<file path="src/aowpc_pkg.sv">
// package: register map, field layout, reset values and state types of the always-on wake and power control
package aowpc_pkg;

  // sizes
  localparam int unsigned MUX_N    = 10;
  localparam int unsigned EXT_HI_N = 3;
  localparam int unsigned BANK_N   = 7;
  localparam int unsigned CNT_W    = 36;

  // register byte addresses
  localparam logic [31:0] OFS_WAKE_TIME_LOW           = 32'h5009_1000;
  localparam logic [31:0] OFS_WAKE_TIME_HIGH          = 32'h5009_1004;
  localparam logic [31:0] OFS_PIN_WAKE_SELECT_EDGE    = 32'h5009_1008;
  localparam logic [31:0] OFS_PIN_WAKE_ENABLE_STATUS  = 32'h5009_100c;
  localparam logic [31:0] OFS_ALWAYS_ON_CONTROL       = 32'h5009_1010;
  localparam logic [31:0] OFS_SLOW_CLOCK_CONTROL      = 32'h5009_1014;
  localparam logic [31:0] OFS_RETENTION_POWER_CONTROL = 32'h5009_1018;
  localparam logic [31:0] OFS_CONVERTER_POWER_CONTROL = 32'h5009_101c;
  localparam logic [31:0] OFS_WAKE_SOURCE             = 32'h5009_1028;
  localparam logic [31:0] OFS_COUNT_LOW               = 32'h5009_1038;
  localparam logic [31:0] OFS_COUNT_HIGH              = 32'h5009_103c;

  // field positions
  localparam int unsigned CFG_SEL_LSB      = 16;
  localparam int unsigned CFG_EXT_EDGE_LSB = 10;
  localparam int unsigned CFG_EDGE_LSB     = 0;
  localparam int unsigned CTL_EXT_EN_LSB   = 26;
  localparam int unsigned CTL_MUX_EN_LSB   = 16;
  localparam int unsigned CTL_EXT_STAT_LSB = 10;
  localparam int unsigned CTL_MUX_STAT_LSB = 0;
  localparam int unsigned AO_PIN_EN_BIT    = 6;
  localparam int unsigned AO_BROWN_IRQ_BIT = 5;
  localparam int unsigned AO_BLACK_IRQ_BIT = 4;
  localparam int unsigned AO_WDOG_BIT      = 3;
  localparam int unsigned AO_POL_BIT       = 2;
  localparam int unsigned AO_PIN_IRQ_BIT   = 1;
  localparam int unsigned AO_PD_BIT        = 0;
  localparam int unsigned XT_MISC_LSB      = 5;
  localparam int unsigned XT_EXT_RES_BIT   = 4;
  localparam int unsigned XT_CLK_SEL_LSB   = 2;
  localparam int unsigned XT_XTAL_BIT      = 1;
  localparam int unsigned XT_OSC_BIT       = 0;
  localparam int unsigned RET_PAD_LSB      = 25;
  localparam int unsigned RET_BANK_RET_LSB = 16;
  localparam int unsigned RET_BANK_SLP_LSB = 8;
  localparam int unsigned RET_INFO_LSB     = 4;
  localparam int unsigned RET_SHARED_BIT   = 2;
  localparam int unsigned RET_FLAG_BIT     = 1;
  localparam int unsigned RET_ISO_BIT      = 0;
  localparam int unsigned DC_AUTO_BIT      = 1;
  localparam int unsigned DC_OFF_BIT       = 0;
  localparam int unsigned SRC_EXT_BIT      = 0;
  localparam int unsigned SRC_CMP_BIT      = 1;

  // reset values of the slow clock control fields
  localparam logic [5:0] XT_MISC_RST = 6'h04;
  localparam logic [1:0] CLK_SEL_RST = 2'h0;

  typedef enum logic {MODE_RUN, MODE_SLEEP} aowpc_mode_t;

  // synchronised pin group, ext[0] is the primary wake pin
  typedef struct packed {
    logic              brownout;
    logic              blackout;
    logic [MUX_N-1:0]  cand1;
    logic [MUX_N-1:0]  cand0;
    logic [3:0]        ext;
  } aowpc_pins_t;

  typedef struct packed {
    logic [CNT_W-1:0]    wake_time;
    logic [MUX_N-1:0]    mux_sel;
    logic [MUX_N-1:0]    mux_edge;
    logic [EXT_HI_N-1:0] ext_edge;
    logic [EXT_HI_N-1:0] ext_en;
    logic [MUX_N-1:0]    mux_en;
    logic [3:0]          ext_stat;
    logic [MUX_N-1:0]    mux_stat;
    logic                pin_en;
    logic                brown_irq_en;
    logic                black_irq_en;
    logic                wdog_en;
    logic                pin_falling;
    logic                pin_irq_en;
    logic                pd_req;
    logic [5:0]          xt_misc;
    logic                ext_res;
    logic [1:0]          clk_sel;
    logic                xtal_pwr;
    logic                osc_pwr;
    logic [2:0]          pad_ret;
    logic [BANK_N-1:0]   bank_ret;
    logic [BANK_N-1:0]   bank_slp;
    logic [3:0]          pd_info;
    logic                shared_io;
    logic                info_flag;
    logic                iso_release;
    logic                auto_req;
    logic                dcdc_off;
    logic [1:0]          src;
  } aowpc_regs_t;

  localparam aowpc_regs_t REGS_RST = '{xt_misc: XT_MISC_RST, clk_sel: CLK_SEL_RST, xtal_pwr: 1'b1,
                                        osc_pwr: 1'b1, shared_io: 1'b1, default: '0};

  typedef struct packed {
    aowpc_regs_t      regs;
    aowpc_mode_t      mode;
    logic [CNT_W-1:0] count;
    aowpc_pins_t      sync1;
    aowpc_pins_t      sync2;
    aowpc_pins_t      prev;
    logic [31:0]      rdata;
    logic             irq_pin;
    logic             irq_brown;
    logic             irq_black;
  } aowpc_state_t;

endpackage

</file>
<file path="src/aowpc_top.sv">
// always-on wake-up and power control: wake timer, pin wake sources, sleep sequencing and power registers
//
// Notes on behaviour
// - 36-bit wake time held as low 32-bit word and high 4-bit word.
// - ten select bits pick one of two pins; matching bit picks edge.
// - bits 12..10 pick edge of fourth, third, second wake pins; 1 falling.
// - bits 28..26 enable wake from fourth, third, second wake pins.
// - bits 25..16 enable wake from each selected multiplexed pin.
// - read-only bits 13..10 flag which external wake pin woke the chip.
// - read-only bits 9..0 flag which multiplexed pin woke the chip.
// - control bit 6 enables primary wake pin wake-up; resets to 0.
// - control bit 2 sets primary pin edge, 0 rising, 1 falling.
// - control bit 1 lets primary pin events raise interrupt in normal mode.
// - control bits 5 and 4 enable brownout and blackout interrupts.
// - writing 1 to control bit 0 enters power-down; 0 does nothing.
// - clock source field 3:2 selects oscillator, crystal or test; reset 0.
// - bit 1 powers crystal, bit 0 powers oscillator; both reset to 1.
// - bits 22:16 enable retention mode per memory bank; reset 0.
// - bits 14:8 put each memory bank to sleep, losing contents.
// - bits 27..25 enable pad retention for flash io, port c, port a.
// - bit 2 low isolates shared port a pins 0..3; resets to 1.
// - bit 0 low isolates retention memory; resets to 0.
// - bits 7:4 hold software power-down information; reset 0.
// - auto power-on bit sleeps, wakes automatically, and resets all registers except the wake time, the counter and the pin wake status.
// - writing 1 to converter bit 0 switches the converter off.
// - wake source flags counter-match wake; writing 1 clears it.
module aowpc_top
  import aowpc_pkg::*;
(
  // clock and reset
  input  wire logic                clk_sys_i,
  input  wire logic                rstn_i,
  // register port
  input  wire logic [31:0]         addr_i,
  input  wire logic [31:0]         wdata_i,
  input  wire logic                wr_i,
  input  wire logic                rd_i,
  output logic      [31:0]         rdata_o,
  // wake pins, asynchronous
  input  wire logic                primary_wake_pin_i,
  input  wire logic                second_wake_pin_i,
  input  wire logic                third_wake_pin_i,
  input  wire logic                fourth_wake_pin_i,
  input  wire logic [MUX_N-1:0]    wake_cand0_i,
  input  wire logic [MUX_N-1:0]    wake_cand1_i,
  // supply monitor events, asynchronous
  input  wire logic                brownout_i,
  input  wire logic                blackout_i,
  // sleep and interrupt requests
  output logic                     sleep_o,
  output logic                     wake_pin_irq_o,
  output logic                     brownout_irq_o,
  output logic                     blackout_irq_o,
  output logic                     watchdog_count_en_o,
  // slow clock control
  output logic      [1:0]          clk_sel_o,
  output logic                     crystal_power_enable_o,
  output logic                     osc_power_enable_o,
  output logic                     external_resistor_enable_o,
  // retention and power control
  output logic      [BANK_N-1:0]   bank_retention_enable_o,
  output logic      [BANK_N-1:0]   bank_sleep_enable_o,
  output logic      [2:0]          pad_retention_o,
  output logic                     shared_io_access_o,
  output logic                     retention_isolation_release_o,
  output logic                     dcdc_off_o
);

  localparam aowpc_state_t STATE_RST = '{regs: REGS_RST, mode: MODE_RUN, default: '0};

  aowpc_state_t        st_reg;
  aowpc_state_t        st_next;
  aowpc_pins_t         pins_in;
  aowpc_pins_t         rise;
  aowpc_pins_t         fall;
  logic [MUX_N-1:0]    mux_hit;
  logic [3:0]          ext_hit;
  logic                cmp_hit;
  logic                wake;

  // picks the qualified edge of one pin
  function automatic logic edge_hit(input logic r, input logic f, input logic falling);
    return falling ? f : r;
  endfunction

  // read view of the register map, unmapped addresses read zero
  function automatic logic [31:0] rd_word(input aowpc_regs_t r, input logic [CNT_W-1:0] cnt,
                                          input logic [31:0] a);
    logic [31:0] w;
    w = '0;
    case (a)
      OFS_WAKE_TIME_LOW:  w = r.wake_time[31:0];
      OFS_WAKE_TIME_HIGH: w[3:0] = r.wake_time[35:32];
      OFS_PIN_WAKE_SELECT_EDGE: begin
        w[CFG_SEL_LSB +: MUX_N]         = r.mux_sel;
        w[CFG_EXT_EDGE_LSB +: EXT_HI_N] = r.ext_edge;
        w[CFG_EDGE_LSB +: MUX_N]        = r.mux_edge;
      end
      OFS_PIN_WAKE_ENABLE_STATUS: begin
        w[CTL_EXT_EN_LSB +: EXT_HI_N]   = r.ext_en;
        w[CTL_MUX_EN_LSB +: MUX_N]      = r.mux_en;
        w[CTL_EXT_STAT_LSB +: 4]        = r.ext_stat;
        w[CTL_MUX_STAT_LSB +: MUX_N]    = r.mux_stat;
      end
      OFS_ALWAYS_ON_CONTROL: begin
        w[AO_PIN_EN_BIT]    = r.pin_en;
        w[AO_BROWN_IRQ_BIT] = r.brown_irq_en;
        w[AO_BLACK_IRQ_BIT] = r.black_irq_en;
        w[AO_WDOG_BIT]      = r.wdog_en;
        w[AO_POL_BIT]       = r.pin_falling;
        w[AO_PIN_IRQ_BIT]   = r.pin_irq_en;
        w[AO_PD_BIT]        = r.pd_req;
      end
      OFS_SLOW_CLOCK_CONTROL: begin
        w[XT_MISC_LSB +: 6]    = r.xt_misc;
        w[XT_EXT_RES_BIT]      = r.ext_res;
        w[XT_CLK_SEL_LSB +: 2] = r.clk_sel;
        w[XT_XTAL_BIT]         = r.xtal_pwr;
        w[XT_OSC_BIT]          = r.osc_pwr;
      end
      OFS_RETENTION_POWER_CONTROL: begin
        w[RET_PAD_LSB +: 3]          = r.pad_ret;
        w[RET_BANK_RET_LSB +: BANK_N] = r.bank_ret;
        w[RET_BANK_SLP_LSB +: BANK_N] = r.bank_slp;
        w[RET_INFO_LSB +: 4]         = r.pd_info;
        w[RET_SHARED_BIT]            = r.shared_io;
        w[RET_FLAG_BIT]              = r.info_flag;
        w[RET_ISO_BIT]               = r.iso_release;
      end
      OFS_CONVERTER_POWER_CONTROL: begin
        w[DC_AUTO_BIT] = r.auto_req;
        w[DC_OFF_BIT]  = r.dcdc_off;
      end
      OFS_WAKE_SOURCE: w[1:0] = r.src;
      OFS_COUNT_LOW:   w = cnt[31:0];
      OFS_COUNT_HIGH:  w[3:0] = cnt[35:32];
      default:         w = '0;
    endcase
    return w;
  endfunction

  // gather asynchronous inputs into one group for the synchroniser
  always_comb begin
    pins_in.brownout = brownout_i;
    pins_in.blackout = blackout_i;
    pins_in.cand1    = wake_cand1_i;
    pins_in.cand0    = wake_cand0_i;
    pins_in.ext      = {fourth_wake_pin_i, third_wake_pin_i, second_wake_pin_i, primary_wake_pin_i};
  end

  // next-state logic: synchroniser, counter, edges, register writes, sleep sequencing
  always_comb begin
    st_next = st_reg;
    // sync1 feeds sync2 only; edges are taken between sync2 and prev
    st_next.sync1 = pins_in;
    st_next.sync2 = st_reg.sync1;
    st_next.prev  = st_reg.sync2;
    rise = st_reg.sync2 & ~st_reg.prev;
    fall = ~st_reg.sync2 & st_reg.prev;
    st_next.count = st_reg.count + 36'h1;
    cmp_hit = (st_reg.count == st_reg.regs.wake_time);
    // select one of two candidates before qualifying the edge
    for (int i = 0; i < MUX_N; i++) begin
      mux_hit[i] = st_reg.regs.mux_en[i] & edge_hit(st_reg.regs.mux_sel[i] ? rise.cand1[i] : rise.cand0[i],
                                                    st_reg.regs.mux_sel[i] ? fall.cand1[i] : fall.cand0[i],
                                                    st_reg.regs.mux_edge[i]);
    end
    ext_hit[0] = st_reg.regs.pin_en & edge_hit(rise.ext[0], fall.ext[0], st_reg.regs.pin_falling);
    for (int i = 0; i < EXT_HI_N; i++) begin
      ext_hit[i+1] = st_reg.regs.ext_en[i] & edge_hit(rise.ext[i+1], fall.ext[i+1], st_reg.regs.ext_edge[i]);
    end
    wake = cmp_hit | (|mux_hit) | (|ext_hit);
    // interrupt requests are one-cycle pulses; pin one only while running
    st_next.irq_pin   = (st_reg.mode == MODE_RUN) & st_reg.regs.pin_irq_en &
                        edge_hit(rise.ext[0], fall.ext[0], st_reg.regs.pin_falling);
    st_next.irq_brown = st_reg.regs.brown_irq_en & rise.brownout;
    st_next.irq_black = st_reg.regs.black_irq_en & rise.blackout;
    // read data stands only in the cycle after the strobe
    st_next.rdata = rd_i ? rd_word(st_reg.regs, st_reg.count, addr_i) : 32'h0;
    // register writes
    if (wr_i) begin
      unique case (addr_i)
        OFS_WAKE_TIME_LOW:  st_next.regs.wake_time[31:0]  = wdata_i;
        OFS_WAKE_TIME_HIGH: st_next.regs.wake_time[35:32] = wdata_i[3:0];
        OFS_PIN_WAKE_SELECT_EDGE: begin
          st_next.regs.mux_sel  = wdata_i[CFG_SEL_LSB +: MUX_N];
          st_next.regs.ext_edge = wdata_i[CFG_EXT_EDGE_LSB +: EXT_HI_N];
          st_next.regs.mux_edge = wdata_i[CFG_EDGE_LSB +: MUX_N];
        end
        OFS_PIN_WAKE_ENABLE_STATUS: begin
          // status fields are read-only
          st_next.regs.ext_en = wdata_i[CTL_EXT_EN_LSB +: EXT_HI_N];
          st_next.regs.mux_en = wdata_i[CTL_MUX_EN_LSB +: MUX_N];
        end
        OFS_ALWAYS_ON_CONTROL: begin
          st_next.regs.pin_en       = wdata_i[AO_PIN_EN_BIT];
          st_next.regs.brown_irq_en = wdata_i[AO_BROWN_IRQ_BIT];
          st_next.regs.black_irq_en = wdata_i[AO_BLACK_IRQ_BIT];
          st_next.regs.wdog_en      = wdata_i[AO_WDOG_BIT];
          st_next.regs.pin_falling  = wdata_i[AO_POL_BIT];
          st_next.regs.pin_irq_en   = wdata_i[AO_PIN_IRQ_BIT];
          st_next.regs.pd_req       = st_reg.regs.pd_req | wdata_i[AO_PD_BIT];
        end
        OFS_SLOW_CLOCK_CONTROL: begin
          st_next.regs.xt_misc  = wdata_i[XT_MISC_LSB +: 6];
          st_next.regs.ext_res  = wdata_i[XT_EXT_RES_BIT];
          st_next.regs.clk_sel  = wdata_i[XT_CLK_SEL_LSB +: 2];
          st_next.regs.xtal_pwr = wdata_i[XT_XTAL_BIT];
          st_next.regs.osc_pwr  = wdata_i[XT_OSC_BIT];
        end
        OFS_RETENTION_POWER_CONTROL: begin
          st_next.regs.pad_ret     = wdata_i[RET_PAD_LSB +: 3];
          st_next.regs.bank_ret    = wdata_i[RET_BANK_RET_LSB +: BANK_N];
          st_next.regs.bank_slp    = wdata_i[RET_BANK_SLP_LSB +: BANK_N];
          st_next.regs.pd_info     = wdata_i[RET_INFO_LSB +: 4];
          st_next.regs.shared_io   = wdata_i[RET_SHARED_BIT];
          st_next.regs.info_flag   = wdata_i[RET_FLAG_BIT];
          st_next.regs.iso_release = wdata_i[RET_ISO_BIT];
        end
        OFS_CONVERTER_POWER_CONTROL: begin
          // both bits act on a written 1 only
          st_next.regs.auto_req = st_reg.regs.auto_req | wdata_i[DC_AUTO_BIT];
          st_next.regs.dcdc_off = st_reg.regs.dcdc_off | wdata_i[DC_OFF_BIT];
        end
        OFS_WAKE_SOURCE: st_next.regs.src = st_reg.regs.src & ~wdata_i[1:0];
        default: ;
      endcase
    end
    // sleep sequencing; sets below come after the clears above so a set wins
    unique case (st_reg.mode)
      MODE_RUN: begin
        if (st_reg.regs.pd_req | st_reg.regs.auto_req) begin
          st_next.mode = MODE_SLEEP;
          // a new wake cycle forgets the previous pin source
          st_next.regs.ext_stat = '0;
          st_next.regs.mux_stat = '0;
        end
      end
      MODE_SLEEP: begin
        if (wake) begin
          st_next.mode = MODE_RUN;
          if (st_reg.regs.auto_req) begin
            // counter, wake time and the cause of this wake survive the reset
            st_next.regs = REGS_RST;
            st_next.regs.wake_time = st_reg.regs.wake_time;
          end
          st_next.regs.pd_req   = 1'b0;
          st_next.regs.auto_req = 1'b0;
          st_next.regs.ext_stat = st_reg.regs.ext_stat | ext_hit;
          st_next.regs.mux_stat = st_reg.regs.mux_stat | mux_hit;
          st_next.regs.src[SRC_EXT_BIT] = st_next.regs.src[SRC_EXT_BIT] | (|ext_hit);
          st_next.regs.src[SRC_CMP_BIT] = st_next.regs.src[SRC_CMP_BIT] | cmp_hit;
        end
      end
    endcase
  end

  // state register
  always_ff @(posedge clk_sys_i or negedge rstn_i) begin
    if (!rstn_i) begin
      st_reg <= STATE_RST;
    end else begin
      st_reg <= st_next;
    end
  end

  // outputs straight from state flip-flops
  assign rdata_o                       = st_reg.rdata;
  assign sleep_o                       = (st_reg.mode == MODE_SLEEP);
  assign wake_pin_irq_o                = st_reg.irq_pin;
  assign brownout_irq_o                = st_reg.irq_brown;
  assign blackout_irq_o                = st_reg.irq_black;
  assign watchdog_count_en_o           = st_reg.regs.wdog_en;
  assign clk_sel_o                     = st_reg.regs.clk_sel;
  assign crystal_power_enable_o        = st_reg.regs.xtal_pwr;
  assign osc_power_enable_o            = st_reg.regs.osc_pwr;
  assign external_resistor_enable_o    = st_reg.regs.ext_res;
  assign bank_retention_enable_o       = st_reg.regs.bank_ret;
  assign bank_sleep_enable_o           = st_reg.regs.bank_slp;
  assign pad_retention_o               = st_reg.regs.pad_ret;
  assign shared_io_access_o            = st_reg.regs.shared_io;
  assign retention_isolation_release_o = st_reg.regs.iso_release;
  assign dcdc_off_o                    = st_reg.regs.dcdc_off;
endmodule

</file>
<file path="config.mk">
export PLATFORM = sky130hd
export DESIGN_NAME = aowpc_top
export DESIGN_NICKNAME = d
export VERILOG_FILES = /design/src/aowpc_pkg.sv /design/src/aowpc_top.sv
export SDC_FILE = /design/constraint.sdc
export NUM_CORES = 1
export LEC_CHECK = 0
export CORE_UTILIZATION = 63
export DETAILED_ROUTE_END_ITERATION = 10
export DONT_BUFFER_PORTS = 1
export GPL_TIMING_DRIVEN = 1
export PLACE_DENSITY = 0.79
export SYNTH_ARGS = -nofsm -noshare
export SYNTH_HDL_FRONTEND = slang
export SYNTH_SLANG_ARGS = --single-unit
</file>
<file path="constraint.sdc">
create_clock -name clk_sys_i -period 2.85 [get_ports clk_sys_i]
set_clock_uncertainty 0.15 [all_clocks]
set_input_delay 0.7125 -clock clk_sys_i [delete_from_list [all_inputs] [get_ports clk_sys_i]]
set_output_delay 0.7125 -clock clk_sys_i [all_outputs]
set_load 0.1 [all_outputs]
</file>
==> reports/metrics.csv <==
metric,value,unit
timing.setup.tns,0,ns
whs,-0.294,ns
clkTransAtPathRegs,0.06,ns
grt_antenna_before_repair,1,
yosysSeqAreaShare,0.571,
synthArstFlopShare,1.00,
finalSetupViolCount,0,
syn_avg_cell_area,11.0,um^2
hold_viol,278,
r2r_cells,11,
ys_ff_latch,282,
fp.dieW,142,um
post-dp-hpwl,24100,um
drtIter0Drc,1037,
clock_tree.root_cell,clkbuf_16,
vias,9447,
cts_max_level,1,
powerDensity,563,nW/um^2
core_area,19000,um^2
largest_reg_flops,168,
syn-num-nets,1223,
antenna_cells,0,
cts_max_path_buffers,3,
dr.pass1.iters,7,
num_io_pins,156,
portBuffers,0,
fin_crit_sh,0.968,
reg2reg_to,st_reg[277],
r2r_slack,0.09,ns
synth_edf_count,0,
synth-main-ff-cell,dfrtp_1,
cp_slowest_stage_delay,0.39,ns
status,"finished, violations left",
yosys.cell_types.count,63,
crit_chain,and3b_1 > o21a_1 > nor4_2 > buf_4 > o2111ai_1 > buf_4 > o21ai_1 > buf_4 > nand4_4 > buf_12 > mux2_1,
violations,hold timing,
slowest_stage,dfrtp_1,
fmax,0.362,GHz
dieArea,20200,um^2
synthCells,1128,
drt-total-wl,34400,um
grt_max_degree,283,
ant_nets,0,
period_needed,2.76,ns
grt_pass1_wl,53000,um
first_global_vias,9596,
hold_class,input pin to async pin,
clk_latency,0.56,ns
crit_top_cell,buf_4,
grt_overflow,0,
vias_per_cell,6.40,
arrival,3.04,ns
fillers,1227,
fp.dieH,142,um
cp_top_family,buffers and inverters,
multi_input_area,4610,um^2
final_cell_mix,"dfrtp_1, nand2_1, buf_4",
worst_slew_pin_slew,0.954,ns
track_usage,0.352,
post_drt_wl_per_cell,23.3,um
setup.worst_path.end_class,flip-flop,
netlist_area,12400,um^2
ir_worst_vdd,578,uV
regToRegStartpoint,st_reg[191],
final_common_cell,dfrtp_1,
start_util,0.652,
numCtsBuffers,29,
num_rows,50,
yosys_warnings,0,
power_leakage,6.45,nW
layout.area.seq,7060,um^2
crit_buf_inv,4,
worstPathRequired,3.13,ns
cp_max_fo,17,
gp_congestion,0.927,
drc,0,
path_class,flip-flop to flip-flop,
clkSinkCount,282,
fin_nets,1290,
startpoint_type,flip-flop,
syn2layout_area_growth,15.0,%
drive_gt1_frac,0.209,
slew_viol_final,0,
slew_headroom,0.364,
cap_violations,0,
cts_tree,done,
-- layout make-up --
cell class,count,area share
flip-flops and latches,282,0.497
multi-input cells,723,0.325
repair buffers,146,0.0824
well taps,260,0.0229
clock buffers,42,0.0615
clock inverters,10,0.00845
inverters,13,0.00343
-- worst register-to-register path, stage by stage, from the launching register on --
cell	delay (ns)
dfrtp_1	0.39
and3b_1	0.19
o21a_1	0.27
nor4_2	0.24
buf_4	0.20
o2111ai_1	0.10
buf_4	0.17
o21ai_1	0.11
buf_4	0.15
nand4_4	0.13
buf_12	0.20
mux2_1	0.33
-- power by group --
group / total, mW / leakage [nW] / internal (mW) / switching, mW
clock: 3.86 / 0.491 / 2.31 / 1.56
combinational: 0.0469 / 2.24 / 0.0300 / 0.0170
sequential: 4.09 / 3.72 / 4.06 / 0.0270
-- worst max-delay path by stage --
stage               slack [ns]   startpoint  cells after the start          end
CTS                       0.08  st_reg[191]                     11  st_reg[277]
finish                    0.09  st_reg[191]                     11  st_reg[277]
global placement        -0.005   addr_i[26]                      8  rdata_o[18]
global route            -0.005  st_reg[191]                     11  st_reg[277]
detailed placement       -0.07   addr_i[26]                      9  st_reg[224]
floorplan                 0.09    addr_i[1]                      8  st_reg[270]
-- Yosys cell counts (3+ instances only) --
cell | count | area share
nand4_1 | 16 | 0.0081
a222oi_1 | 13 | 0.011
a22o_1 | 5 | 0.0035
or3b_2 | 13 | 0.0092
nor2b_1 | 4 | 0.0020
mux2_1 | 9 | 0.0082
dfrtp_1 | 278 | 0.56
nor2_1 | 44 | 0.013
inv_1 | 12 | 0.0036
and4_1 | 4 | 0.0028
and2_1 | 8 | 0.0040
nor4b_1 | 3 | 0.0021
nand3_1 | 26 | 0.011
xor2_1 | 7 | 0.0050
nand2_1 | 182 | 0.055
nand4b_1 | 3 | 0.0021
nor4_1 | 5 | 0.0025
nor3_1 | 8 | 0.0032
xnor2_1 | 63 | 0.045
nand2b_1 | 5 | 0.0025
a32oi_1 | 3 | 0.0021
o311ai_0 | 5 | 0.0035
nand3b_1 | 19 | 0.012
nand4bb_1 | 3 | 0.0027
a22oi_1 | 49 | 0.030
a21oi_1 | 83 | 0.034
nor3b_1 | 8 | 0.0049
o2111ai_1 | 3 | 0.0021
mux2i_1 | 14 | 0.011
dfstp_2 | 4 | 0.0085
buf_4 | 55 | 0.033
a31oi_1 | 23 | 0.012
or2_2 | 4 | 0.0020
and3b_1 | 9 | 0.0064
and3_1 | 12 | 0.0061
mux2_2 | 28 | 0.026
clkbuf_1 | 36 | 0.011
o21ai_0 | 12 | 0.0049
buf_2 | 15 | 0.0061
-- metal layers --
| metal | routed length (um) | share of wire | GRT usage | vias up |
|---|---|---|---|---|
| met4 | 1900 | 0.055 | 0.186 | 0 |
| met1 | 13400 | 0.39 | 0.466 | 4670 |
| li1 | - | - | - | 4057 |
| met5 | 0 | 0 | 0 | - |
| met2 | 16100 | 0.47 | 0.553 | 588 |
| met3 | 3090 | 0.090 | 0.0723 | 132 |
-- metrics by stage --
step	total power, mW	worst slack (ns)	area, um^2	std cells	utilization
floorplan	4.20	0.0857	12400	1128	-
global placement	4.20	-0.00475	13200	1423	0.697
detailed placement	4.21	-0.0662	13200	1423	0.697
CTS	8.03	0.0772	14200	1475	0.749
global route	8.22	-0.00510	14200	1476	0.750
finish	8.00	0.0907	14200	1476	0.750
-- cells by family after synthesis --
kind of cell	synth area share
AND/OR/NAND/NOR	0.162
flip-flops	0.571
AO/OA/AOI/OAI	0.114
buffers and inverters	0.0568
XOR/XNOR	0.0496
multiplexers	0.0450
adder cells (fa/ha/maj)	0.00101
-- what timing repair did --
action                     in CTS  in global routing
setup endpoints to repair       0                 36
setup buffers                   0                  1
resized for setup               0                  3
hold endpoints to repair      282                282
Note: power is estimated with default switching activity, not from simulation.
